`src/common/flow_pkg.sv`:
```
// shared types and constants for the controller data flow block
package flow_pkg;

	localparam int HANDLE_W      = 12;
	localparam int NUM_CONN      = 4;
	localparam int IDX_W         = 2;
	localparam int CNT_W         = 8;
	localparam int REPORT_PERIOD = 16'h0400;
	localparam int CNT_ZERO      = 0;

	typedef enum logic {
		LINK_ACL,
		LINK_SCO
	} link_type_t;

	// one data packet header crossing the controller
	typedef struct packed {
		logic [HANDLE_W-1:0] handle;
		link_type_t          kind;
	} pkt_hdr_t;

	// one entry of a completed-packet report
	typedef struct packed {
		logic [HANDLE_W-1:0] handle;
		logic [CNT_W-1:0]    count;
	} report_entry_t;

endpackage : flow_pkg

```
`src/conn_fifo.sv`:
```
// per-connection packet order queue
`timescale 1ns/10ps
module conn_fifo #(
	parameter int WIDTH = 13,
	parameter int DEPTH = 4
) (
	// clock and reset
	input  wire logic             clk,
	input  wire logic             rst_n,
	// write side
	input  wire logic             wr_valid,
	output logic                  wr_ready,
	input  wire logic [WIDTH-1:0] wr_data,
	// read side
	output logic                  rd_valid,
	input  wire logic             rd_ready,
	output logic [WIDTH-1:0]      rd_data,
	// flush
	input  wire logic             flush
);
	localparam int AW = $clog2(DEPTH);

	if (DEPTH < 2 || (1 << AW) != DEPTH) begin : g_bad_depth
		$error("conn_fifo depth must be a power of two");
	end

	logic [WIDTH-1:0] mem_ff [DEPTH];
	logic [AW:0]      wptr_ff;
	logic [AW:0]      rptr_ff;

	assign wr_ready = (wptr_ff - rptr_ff) != (AW+1)'(DEPTH);
	assign rd_valid = wptr_ff != rptr_ff;
	assign rd_data  = mem_ff[rptr_ff[AW-1:0]];

	always_ff @(posedge clk) begin
		if (wr_valid && wr_ready) begin
			mem_ff[wptr_ff[AW-1:0]] <= wr_data;
		end
	end

	always_ff @(posedge clk) begin
		if (!rst_n || flush) begin
			wptr_ff <= '0;
			rptr_ff <= '0;
		end else begin
			if (wr_valid && wr_ready) wptr_ff <= wptr_ff + 1'b1;
			if (rd_valid && rd_ready) rptr_ff <= rptr_ff + 1'b1;
		end
	end

endmodule : conn_fifo

```
`src/flow_ctrl.sv`:
```
// controller side data flow control and completed-packet reporting
//
// Contract
// - report completions while connected or looping back
// - report lists handle with count since last
// - keep reporting periodically while packets pending
// - omit sco handles when sco flow disabled
// - air transmit keeps per-handle host order
// - air receive forwarded in reception order
// - arbitrate per handle, never reorder within
`timescale 1ns/10ps
module flow_ctrl #(
	parameter int NUM_CONN   = flow_pkg::NUM_CONN,
	parameter int QDEPTH     = 4,
	parameter int PERIOD_CYC = flow_pkg::REPORT_PERIOD
) (
	// clock and reset
	input  wire logic                           clk,
	input  wire logic                           rst_n,
	// mode and connection table
	input  wire logic                           loopback_en,
	input  wire logic                           sco_flow_en,
	input  wire logic [NUM_CONN-1:0]            conn_open,
	input  wire logic [NUM_CONN-1:0]            conn_is_sco,
	input  wire logic [NUM_CONN*flow_pkg::HANDLE_W-1:0] conn_handle,
	// host to controller data packets
	input  wire logic                           h2c_valid,
	output logic                                h2c_ready,
	input  wire flow_pkg::pkt_hdr_t             h2c_hdr,
	// air transmit side
	output logic                                tx_valid,
	input  wire logic                           tx_ready,
	output flow_pkg::pkt_hdr_t                  tx_hdr,
	input  wire logic [NUM_CONN-1:0]            tx_flush,
	// air receive side to host
	input  wire logic                           rx_valid,
	output logic                                rx_ready,
	input  wire flow_pkg::pkt_hdr_t             rx_hdr,
	output logic                                c2h_valid,
	input  wire logic                           c2h_ready,
	output flow_pkg::pkt_hdr_t                  c2h_hdr,
	// completed-packet report stream
	output logic                                rpt_valid,
	input  wire logic                           rpt_ready,
	output flow_pkg::report_entry_t             rpt_entry,
	output logic                                rpt_last
);
	localparam int HW  = flow_pkg::HANDLE_W;
	localparam int CW  = flow_pkg::CNT_W;
	localparam int IW  = (NUM_CONN > 1) ? $clog2(NUM_CONN) : 1;
	localparam int PW  = $clog2(PERIOD_CYC + 1);
	localparam int HDW = $bits(flow_pkg::pkt_hdr_t);

	if (NUM_CONN < 1 || PERIOD_CYC < 1) begin : g_bad_param
		$error("flow_ctrl parameters out of range");
	end

	typedef enum logic [1:0] {
		RPT_IDLE,
		RPT_SEND
	} rpt_state_t;

	// match a handle to its connection slot
	function automatic logic [NUM_CONN-1:0] match_handle(
		input logic [HW-1:0] h,
		input logic [NUM_CONN*HW-1:0] tbl,
		input logic [NUM_CONN-1:0] open
	);
		logic [NUM_CONN-1:0] m;
		m = '0;
		for (int i = 0; i < NUM_CONN; i++) begin
			m[i] = open[i] && (tbl[i*HW +: HW] == h);
		end
		return m;
	endfunction : match_handle

	function automatic logic [IW-1:0] first_set(input logic [NUM_CONN-1:0] v);
		logic [IW-1:0] r;
		r = '0;
		for (int i = NUM_CONN-1; i >= 0; i--) begin
			if (v[i]) r = IW'(i);
		end
		return r;
	endfunction : first_set

	////////////////////////////////////////////////////////////////////////////
	// per-connection order queues
	logic [NUM_CONN-1:0] in_match;
	logic [NUM_CONN-1:0] q_wr_ready;
	logic [NUM_CONN-1:0] q_rd_valid;
	logic [NUM_CONN-1:0] q_rd_ready;
	logic [HDW-1:0]      q_rd_data [NUM_CONN];
	logic [NUM_CONN-1:0] done_evt;

	assign in_match  = match_handle(h2c_hdr.handle, conn_handle, conn_open);
	assign h2c_ready = |(in_match & q_wr_ready);

	genvar g;
	generate
		for (g = 0; g < NUM_CONN; g++) begin : g_q
			conn_fifo #(.WIDTH(HDW), .DEPTH(QDEPTH)) u_q (
				.clk      (clk),
				.rst_n    (rst_n),
				.wr_valid (h2c_valid && in_match[g]),
				.wr_ready (q_wr_ready[g]),
				.wr_data  (h2c_hdr),
				.rd_valid (q_rd_valid[g]),
				.rd_ready (q_rd_ready[g]),
				.rd_data  (q_rd_data[g]),
				.flush    (tx_flush[g] || !conn_open[g])
			);
		end
	endgenerate

	////////////////////////////////////////////////////////////////////////////
	// round-robin arbitration across handles, head-of-queue only
	logic [IW-1:0] rr_ff;
	logic [IW-1:0] sel;
	logic          sel_ok;
	logic          hold_ff;
	logic [IW-1:0] hold_sel_ff;

	always_comb begin
		sel    = '0;
		sel_ok = 1'b0;
		for (int k = NUM_CONN-1; k >= 0; k--) begin
			if (q_rd_valid[IW'((int'(rr_ff) + k) % NUM_CONN)]) begin
				sel    = IW'((int'(rr_ff) + k) % NUM_CONN);
				sel_ok = 1'b1;
			end
		end
		// an offered head stays offered until taken or flushed
		if (hold_ff && q_rd_valid[hold_sel_ff]) begin
			sel    = hold_sel_ff;
			sel_ok = 1'b1;
		end
	end

	assign tx_valid = sel_ok;
	assign tx_hdr   = flow_pkg::pkt_hdr_t'(q_rd_data[sel]);

	always_comb begin
		q_rd_ready = '0;
		if (sel_ok && tx_ready) q_rd_ready[sel] = 1'b1;
	end

	always_ff @(posedge clk) begin
		if (!rst_n) rr_ff <= '0;
		else if (sel_ok && tx_ready) rr_ff <= IW'((int'(sel) + 1) % NUM_CONN);
	end

	always_ff @(posedge clk) begin
		if (!rst_n) begin
			hold_ff     <= 1'b0;
			hold_sel_ff <= '0;
		end else begin
			hold_ff     <= sel_ok && !tx_ready;
			hold_sel_ff <= sel;
		end
	end

	// a flush counts as one completed packet, however many packets it drops
	generate
		for (g = 0; g < NUM_CONN; g++) begin : g_done
			assign done_evt[g] = q_rd_ready[g] ||
				(tx_flush[g] && q_rd_valid[g]);
		end
	endgenerate

	////////////////////////////////////////////////////////////////////////////
	// receive path goes through one register stage in arrival order
	assign rx_ready  = c2h_ready || !c2h_valid;
	flow_pkg::pkt_hdr_t c2h_hdr_ff;
	logic               c2h_valid_ff;
	assign c2h_valid = c2h_valid_ff;
	assign c2h_hdr   = c2h_hdr_ff;

	always_ff @(posedge clk) begin
		if (!rst_n) begin
			c2h_valid_ff <= 1'b0;
			c2h_hdr_ff   <= '0;
		end else if (rx_ready) begin
			c2h_valid_ff <= rx_valid;
			c2h_hdr_ff   <= rx_hdr;
		end
	end

	////////////////////////////////////////////////////////////////////////////
	// completion counters since last report
	logic [CW-1:0]       cnt_ff [NUM_CONN];
	logic [CW-1:0]       snap_ff [NUM_CONN];
	logic [NUM_CONN-1:0] eligible;
	logic [NUM_CONN-1:0] take;
	rpt_state_t          state_ff;
	logic [NUM_CONN-1:0] pend_ff;
	logic [IW-1:0]       cur;

	generate
		for (g = 0; g < NUM_CONN; g++) begin : g_cnt
			assign eligible[g] = conn_open[g] && (cnt_ff[g] != CW'(flow_pkg::CNT_ZERO))
				&& (sco_flow_en || !conn_is_sco[g]);
			always_ff @(posedge clk) begin
				if (!rst_n || !conn_open[g]) begin
					cnt_ff[g] <= '0;
				end else if (take[g]) begin
					cnt_ff[g] <= CW'(done_evt[g]);
				end else if (done_evt[g] && cnt_ff[g] != '1) begin
					cnt_ff[g] <= cnt_ff[g] + 1'b1;
				end
			end
			// reported count is frozen so the entry stands while offered
			always_ff @(posedge clk) begin
				if (!rst_n) snap_ff[g] <= '0;
				else if (take[g]) snap_ff[g] <= cnt_ff[g];
			end
		end
	endgenerate

	////////////////////////////////////////////////////////////////////////////
	// periodic report timer and report sequencer
	logic [PW-1:0] tmr_ff;
	logic          active;
	logic          fire;

	assign active = (|conn_open) || loopback_en;
	assign fire   = active && (tmr_ff == PW'(PERIOD_CYC - 1)) && (|eligible);

	always_ff @(posedge clk) begin
		if (!rst_n || !active) tmr_ff <= '0;
		else if (tmr_ff != PW'(PERIOD_CYC - 1)) tmr_ff <= tmr_ff + 1'b1;
		else if (state_ff == RPT_IDLE) tmr_ff <= '0;
	end

	assign cur = first_set(pend_ff);

	always_ff @(posedge clk) begin
		if (!rst_n) begin
			state_ff <= RPT_IDLE;
			pend_ff  <= '0;
		end else begin
			case (state_ff)
				RPT_IDLE: begin
					if (fire) begin
						pend_ff  <= eligible;
						state_ff <= RPT_SEND;
					end
				end
				RPT_SEND: begin
					if (rpt_ready) begin
						pend_ff[cur] <= 1'b0;
						if ((pend_ff & ~(NUM_CONN'(1) << cur)) == '0) state_ff <= RPT_IDLE;
					end
				end
				default: state_ff <= RPT_IDLE;
			endcase
		end
	end

	// snapshot every reported slot as the report starts
	always_comb begin
		take = '0;
		if (state_ff == RPT_IDLE && fire) take = eligible;
	end

	assign rpt_valid        = (state_ff == RPT_SEND);
	assign rpt_entry.handle = conn_handle[cur*HW +: HW];
	assign rpt_entry.count  = snap_ff[cur];
	assign rpt_last         = (pend_ff & ~(NUM_CONN'(1) << cur)) == '0;

endmodule : flow_ctrl

```
`config.mk`:
```
export PLATFORM = sky130hd
export DESIGN_NAME = flow_ctrl
export DESIGN_NICKNAME = d
export VERILOG_FILES = /design/src/common/flow_pkg.sv /design/src/conn_fifo.sv /design/src/flow_ctrl.sv
export SDC_FILE = /design/constraint.sdc
export NUM_CORES = 1
export LEC_CHECK = 0
export ABC_AREA = 1
export BUFFER_PORTS_ARGS = -buffer_cell sky130_fd_sc_hd__buf_2
export CAP_MARGIN = 5
export CORE_ASPECT_RATIO = 1.25
export CORE_MARGIN = 10
export CORE_UTILIZATION = 65
export DETAILED_ROUTE_END_ITERATION = 8
export HOLD_SLACK_MARGIN = 0.05
export PLACE_DENSITY = 0.86
export RECOVER_POWER = 100
export REMOVE_ABC_BUFFERS = 1
export SLEW_MARGIN = 20
export SYNTH_ARGS = -nofsm -noshare
export SYNTH_HDL_FRONTEND = slang
export SYNTH_HIERARCHICAL = 1
export SYNTH_SLANG_ARGS = --single-unit
```
`constraint.sdc`:
```
create_clock -name clk -period 6.1 [get_ports clk]
set_input_delay 0.305 -clock clk [delete_from_list [all_inputs] [get_ports clk]]
set_output_delay 0.305 -clock clk [all_outputs]
set_load 0.02 [all_outputs]
```
# [Word-level counts from Yosys, hierarchy flattened]
# Memories as Yosys holds them, arrays and structs flattened. A register that Yosys moved wholly into a read port is not among the register bits.
# Cells that the tools add are included.
# Widths: inputs -> output; s select.
[word_totals] memories=6 romBits=0 elab_cells=304 mem_bits_rw=272 inputBits=95 ff_bits=60 latchBits=0 out_inout_bits=52
[mem_list] memory="g_q[0].u_q.mem_ff" words=4 word_bits=13 read_ports=1 rd_clocked_by_memory_dff=1 write_ports=1 line="conn_fifo.sv:27" text="logic [WIDTH-1:0] mem_ff [DEPTH];"
[mem_list] memory="g_q[1].u_q.mem_ff" words=4 word_bits=13 read_ports=1 rd_clocked_by_memory_dff=1 write_ports=1 line="conn_fifo.sv:27"
[mem_list] memory="g_q[2].u_q.mem_ff" words=4 word_bits=13 read_ports=1 rd_clocked_by_memory_dff=1 write_ports=1 line="conn_fifo.sv:27"
[mem_list] memory="g_q[3].u_q.mem_ff" words=4 word_bits=13 read_ports=1 rd_clocked_by_memory_dff=1 write_ports=1 line="conn_fifo.sv:27"
[mem_list] memory="cnt_ff" words=4 word_bits=8 read_ports=4 rd_clocked_by_memory_dff=0 write_ports=4 line="flow_ctrl.sv:190" text="logic [CW-1:0] cnt_ff [NUM_CONN];"
[mem_list] memory="snap_ff" words=4 word_bits=8 read_ports=1 rd_clocked_by_memory_dff=0 write_ports=4 line="flow_ctrl.sv:191" text="logic [CW-1:0] snap_ff [NUM_CONN];"
[classes] n_div=0 mux=119 n_mul=1 addsub=21 bitwise_logic=18 reduce_logical=88 order_cmp=10 n_eq_ne=22 shifts=2
[op_table] operator="$mux 8" count=12
[op_table] operator="$mux 1" count=69
[op_table] operator="$eq 12x12->1" count=4
[op_table] operator="$shiftx 48x7->12" count=1
[op_table] operator="$logic_and 1x1->1" count=40
[op_table] operator="$mux 2" count=20
[op_table] operator="$add 8x1->8 const B" count=4
[op_table] operator="$ne 8x8->1 const B" count=4
[op_table] operator="$reduce_bool 8->1" count=4
[op_table] operator="$bmux 13 s2" count=1
[op_table] operator="$mux 13" count=2
[op_table] operator="$add 3x1->3 const B" count=8
[op_table] operator="$logic_or 1x1->1" count=23
[op_table] operator="$mux 11" count=2
[op_table] operator="$lt 2x4->1 const B" count=4
[op_table] operator="$mux 4" count=4
[op_table] operator="$and 4x4->4" count=3
[op_table] operator="$logic_not 1->1" count=12
[op_table] operator="$ne 3x3->1" count=4
[op_table] operator="$ne 3x3->1 const B" count=4
[op_table] operator="$or 1x1->1" count=12
[op_table] operator="$reduce_or 4->1" count=3
[op_table] operator="$sub 3x3->3" count=4
[op_table] operator="$add 11x1->11 const B" count=1
[op_table] operator="22 further kinds" count=36

# [Depth between registers and ports, before layout]
[depth] depth_word=21 depth_mapped=27 mapped_depth_nobuf=25

# [Hierarchy]
# Netlist, hierarchy kept.
[by_module_without_submodules] module="conn_fifo (g_q[0].u_q ...)" instances=3 area_each_um2=2433.6 cells_per_inst=202 seq_area_each_um2=1721.7
[by_module_without_submodules] module="flow_ctrl" instances=1 area_each_um2=6910.4 cells_per_inst=1002 seq_area_each_um2=2622.5
[by_module_without_submodules] module="conn_fifo (g_q[2].u_q)" instances=1 area_each_um2=2431.1 cells_per_inst=200 seq_area_each_um2=1721.7

# [Worst setup path after synthesis]
# OpenSTA, ideal clock, no wires.
[synth_path] path_kind="reg2reg" from="reg g_q[2].u_q.wptr_ff[0]" to="mem cnt_ff[0][0] in the netlist's numbering (enable)" slack_ps=2957 path_buffers=2 stages_incl_launch_ff=24 arrival_time_ps=2791 synth_period_minus_slack_ps=3143 setup_ps=352 required_time_ps=5748 path_cell_list="dfxtp_1 -> inv_1 -> ha_1 -> nand2_1 -> inv_1 -> nand2_2 -> inv_1 -> o21ai_1 -> nand2_1 -> nand2_1 -> inv_1 -> nand3_1 -> nand2_1 -> inv_2 -> nand2_4 -> nand2_2 -> buf_6 -> buf_8 -> inv_2 -> ha_1 -> nand3_1 -> nand2_1 -> o21ai_2 -> nand4_1"
[synth_lines] element="start, declared" line="conn_fifo.sv:28" text="logic [AW:0] wptr_ff;"
[synth_lines] element="start signal, assigned" line="conn_fifo.sv:46" text="if (wr_valid && wr_ready) wptr_ff <= wptr_ff + 1'b1;"
[synth_lines] element="end, declared" line="flow_ctrl.sv:190"

==> results.cfg <==
[run_status]
status = completed

[power_and_ir_drop]
irDropWorstVdd_uv = 218.3
power.density_mw_per_mm2 = 257.4
p_leak_nw = 7.295

[place]
gp_congestion = 1.037
placedCellCount = 2247
portBuffers = 146
dpl.hpwl_mm = 32.87
place_ws_ps = 1647
placed_area_sq_mm = 0.01764

[clocking]
htree_levels = 2
clock_latency_ps = 530
cts_tree = built
cts.sinks = 339
cts_buffers = 34
cts_root_buffer = clkbuf_16
clkTransAtPathRegs_ps = 60
clockBufferDepth = 3

[die]
die_area_sq_mm = 0.03244
design.core.area_sq_mm = 0.02521
initial_core_util = 0.6601
fp.dieW_um = 163.1
num_io_pins = 147
fp.dieH_um = 198.9
row_count = 65

[global_route]
grt_usage = 0.2871
grt_pass1_vias = 13639
grt_max_degree = 42
grt_antenna_before_repair = 0
overflow = 0
grt_first_pass_wirelength_mm = 72.91

[cells_and_area]
fin_area_sq_mm = 0.01860
area_growth_pct = 11.79
num-nets-final = 2092
fin_cells = 2316
drive_above_1_share = 0.09541
final_common_cell = nor2_1
fillers = 1816
antennaDiodeCount = 0
final_cell_mix = 280 x nor2_1, 272 x edfxtp_1, 269 x nand2_1, 234 x inv_1, 138 x o21ai_0

[critical_path]
critical_path_class = register to register
path_delay_family = simple AND/OR/NAND/NOR gates
worstPathArrival_ps = 5140
cp_num_buf_inv = 4
critPathLaunchType = register
end_kind = register
crit_top_cell = nand2_1
critPathRequiredTime_ps = 6260
slowest_delay_ps = 980
crit_slowest_cell = nand2_1
path_cells = inv_1 > ha_1 > nand2_1 > inv_2 > nand2_2 > inv_1 > a21oi_1 > o21ai_0 > nand2_1 > nand2_1 > inv_1 > nand2_1 > nand2_1 > ha_1 > nand3_1 > nand2_1 > nand2_1 > nand3_1
critPathMaxFanout = 30

[job]
cap_violations = 0

[synth]
yosysWarningCount = 6
yosysUniqueCellTypes = 38
ys_ff_latch = 339
avgSynthCellArea_sq_um = 9.205
synthCells = 1808
synthArstFlopShare = 0
ys.flop_type = edfxtp_1
synth.top_cell.area_share = 0.4908
synth_top_area_cell = edfxtp_1
synth_edf_count = 272
synth_area_leaders = edfxtp_1 49%, dfxtp_1 8.1%, nor2_1 6.3%
ys_seq_area_frac = 0.5714
syn-cell-area_sq_mm = 0.01664

[sta]
setup_viol = 0
relSlewSlack = 0.04612
finalHoldViolCount = 0
fmax_ghz = 0.2012
tightest_slew_ps = 1431
setup_ws_ps = 1130
fin_skew_ps = 29.76
slew_violations = 0
tns_ps = 0
rsz0062_at_grt = false
fin_crit_ps = 4970
post-route-period-util = 0.8148

[drt]
top_layer_used = met4
wl_met2_mm = 23.15
routed_via_density = 5.848
drc = 0
post_drt_wl_per_cell_um = 20.14
first_pass_iters = 8
vias = 13545
drt-initial-drc-count = 1550
routed_wirelength_mm = 46.65
dr_wl_met3_mm = 4.332
ant_nets = 0
wl_met1_mm = 16.66

[hold_path]
hp-class = input port to register
-- layout make-up --
type	instances	area, sq um	share of cell area
multi-input combinational	1157	5863	0.3152
inverter	258	968.4	0.05205
clock inverter	21	167.7	0.009012
tap	335	419.2	0.02253
clock buffer	40	894.6	0.04809
timing repair buffer	166	782.0	0.04203
sequential	339	9509	0.5111
-- kinds of logic (layout without fill, tap and decap cells) --
logic type	Yosys count	after routing	synth area share
AO/OA/AOI/OAI	320	320	0.1071
XOR/XNOR	39	39	0.02052
adder cells (fa/ha/maj)	41	41	0.03082
buffers and inverters	312	485	0.07360
flip-flops	339	339	0.5714
AND/OR/NAND/NOR	757	757	0.1965
-- metal layers --
layer	vias to the layer above	global-route usage
met2	732	0.4951
li1	6419	-
met4	0	0.1452
met3	153	0.05543
met5	-	0
met1	6241	0.3341
-- Yosys cell counts, types with 2 or more instances --
library cell  number
nor2_1           280
edfxtp_1         272
nand2_1          263
inv_1            232
o21ai_0          130
nand3_1          121
dfxtp_1           67
o22ai_1           67
a21oi_1           51
ha_1              41
o21ai_1           38
clkbuf_1          31
nor3_1            31
inv_2             25
nand2_2           25
xor2_1            20
buf_2             19
xnor2_1           19
o211ai_1          15
nand4_1           13
o221ai_1           9
nor4_1             7
nand2_4            4
nand3_2            4
nand3_4            4
a31oi_1            3
nor3b_1            3
a211oi_1           2
buf_6              2
o2111ai_1          2
-- final timing paths --
kind	start	endpoint	slack, ps	depth (start not counted)
max	g_q[1].u_q/wptr_ff[0]	cnt_ff[3][5]	1130	18
min	rx_hdr[1]	c2h_hdr[1]	60	3
max reg2reg	g_q[1].u_q/wptr_ff[0]	cnt_ff[3][5]	1130	18
min reg2reg	tmr_ff[10]	tmr_ff[10]	480	2
-- flip-flops by register name (all words and copies together) (netlist names), named ones only --
name,count
c2h_hdr,13
c2h_valid,1
cnt_ff,32
g_q.u_q/mem_ff,208
g_q.u_q/rptr_ff,12
g_q.u_q/wptr_ff,12
hold_ff,1
hold_sel_ff,2
pend_ff,4
rr_ff,2
snap_ff,32
state_ff,1
tmr_ff,11
-- per-stage QoR --
step                total power [mW]    util  hold WS [ps]
floorplan                      2.687       -         377.0
global placement               2.809  0.6991         457.1
detailed placement             2.814  0.6995         471.5
CTS                            4.797  0.7448         50.11
global route                   4.902  0.7379         76.85
finish                         4.789  0.7379         55.36
-- timing repair --
item,CTS,global route
setup buffers,0,0
hold buffers,8,0
endpoints found under the hold margin,8,0
resized for setup,0,0
setup endpoints to repair,0,0
-- tightest hold or removal path, stage by stage --
cell and delay (ps):
buf_2 70, o21ai_0 70, nor2_1 80
-- report_power, final --
group / total, mW / switching [mW] / internal [mW] / leakage [nW]
Combinational: 0.237 / 0.166 / 0.0705 / 3.69
Sequential: 2.53 / 0.0170 / 2.52 / 3.10
Clock: 2.02 / 0.910 / 1.11 / 0.508
Note: power is estimated with default switching activity, not from simulation.
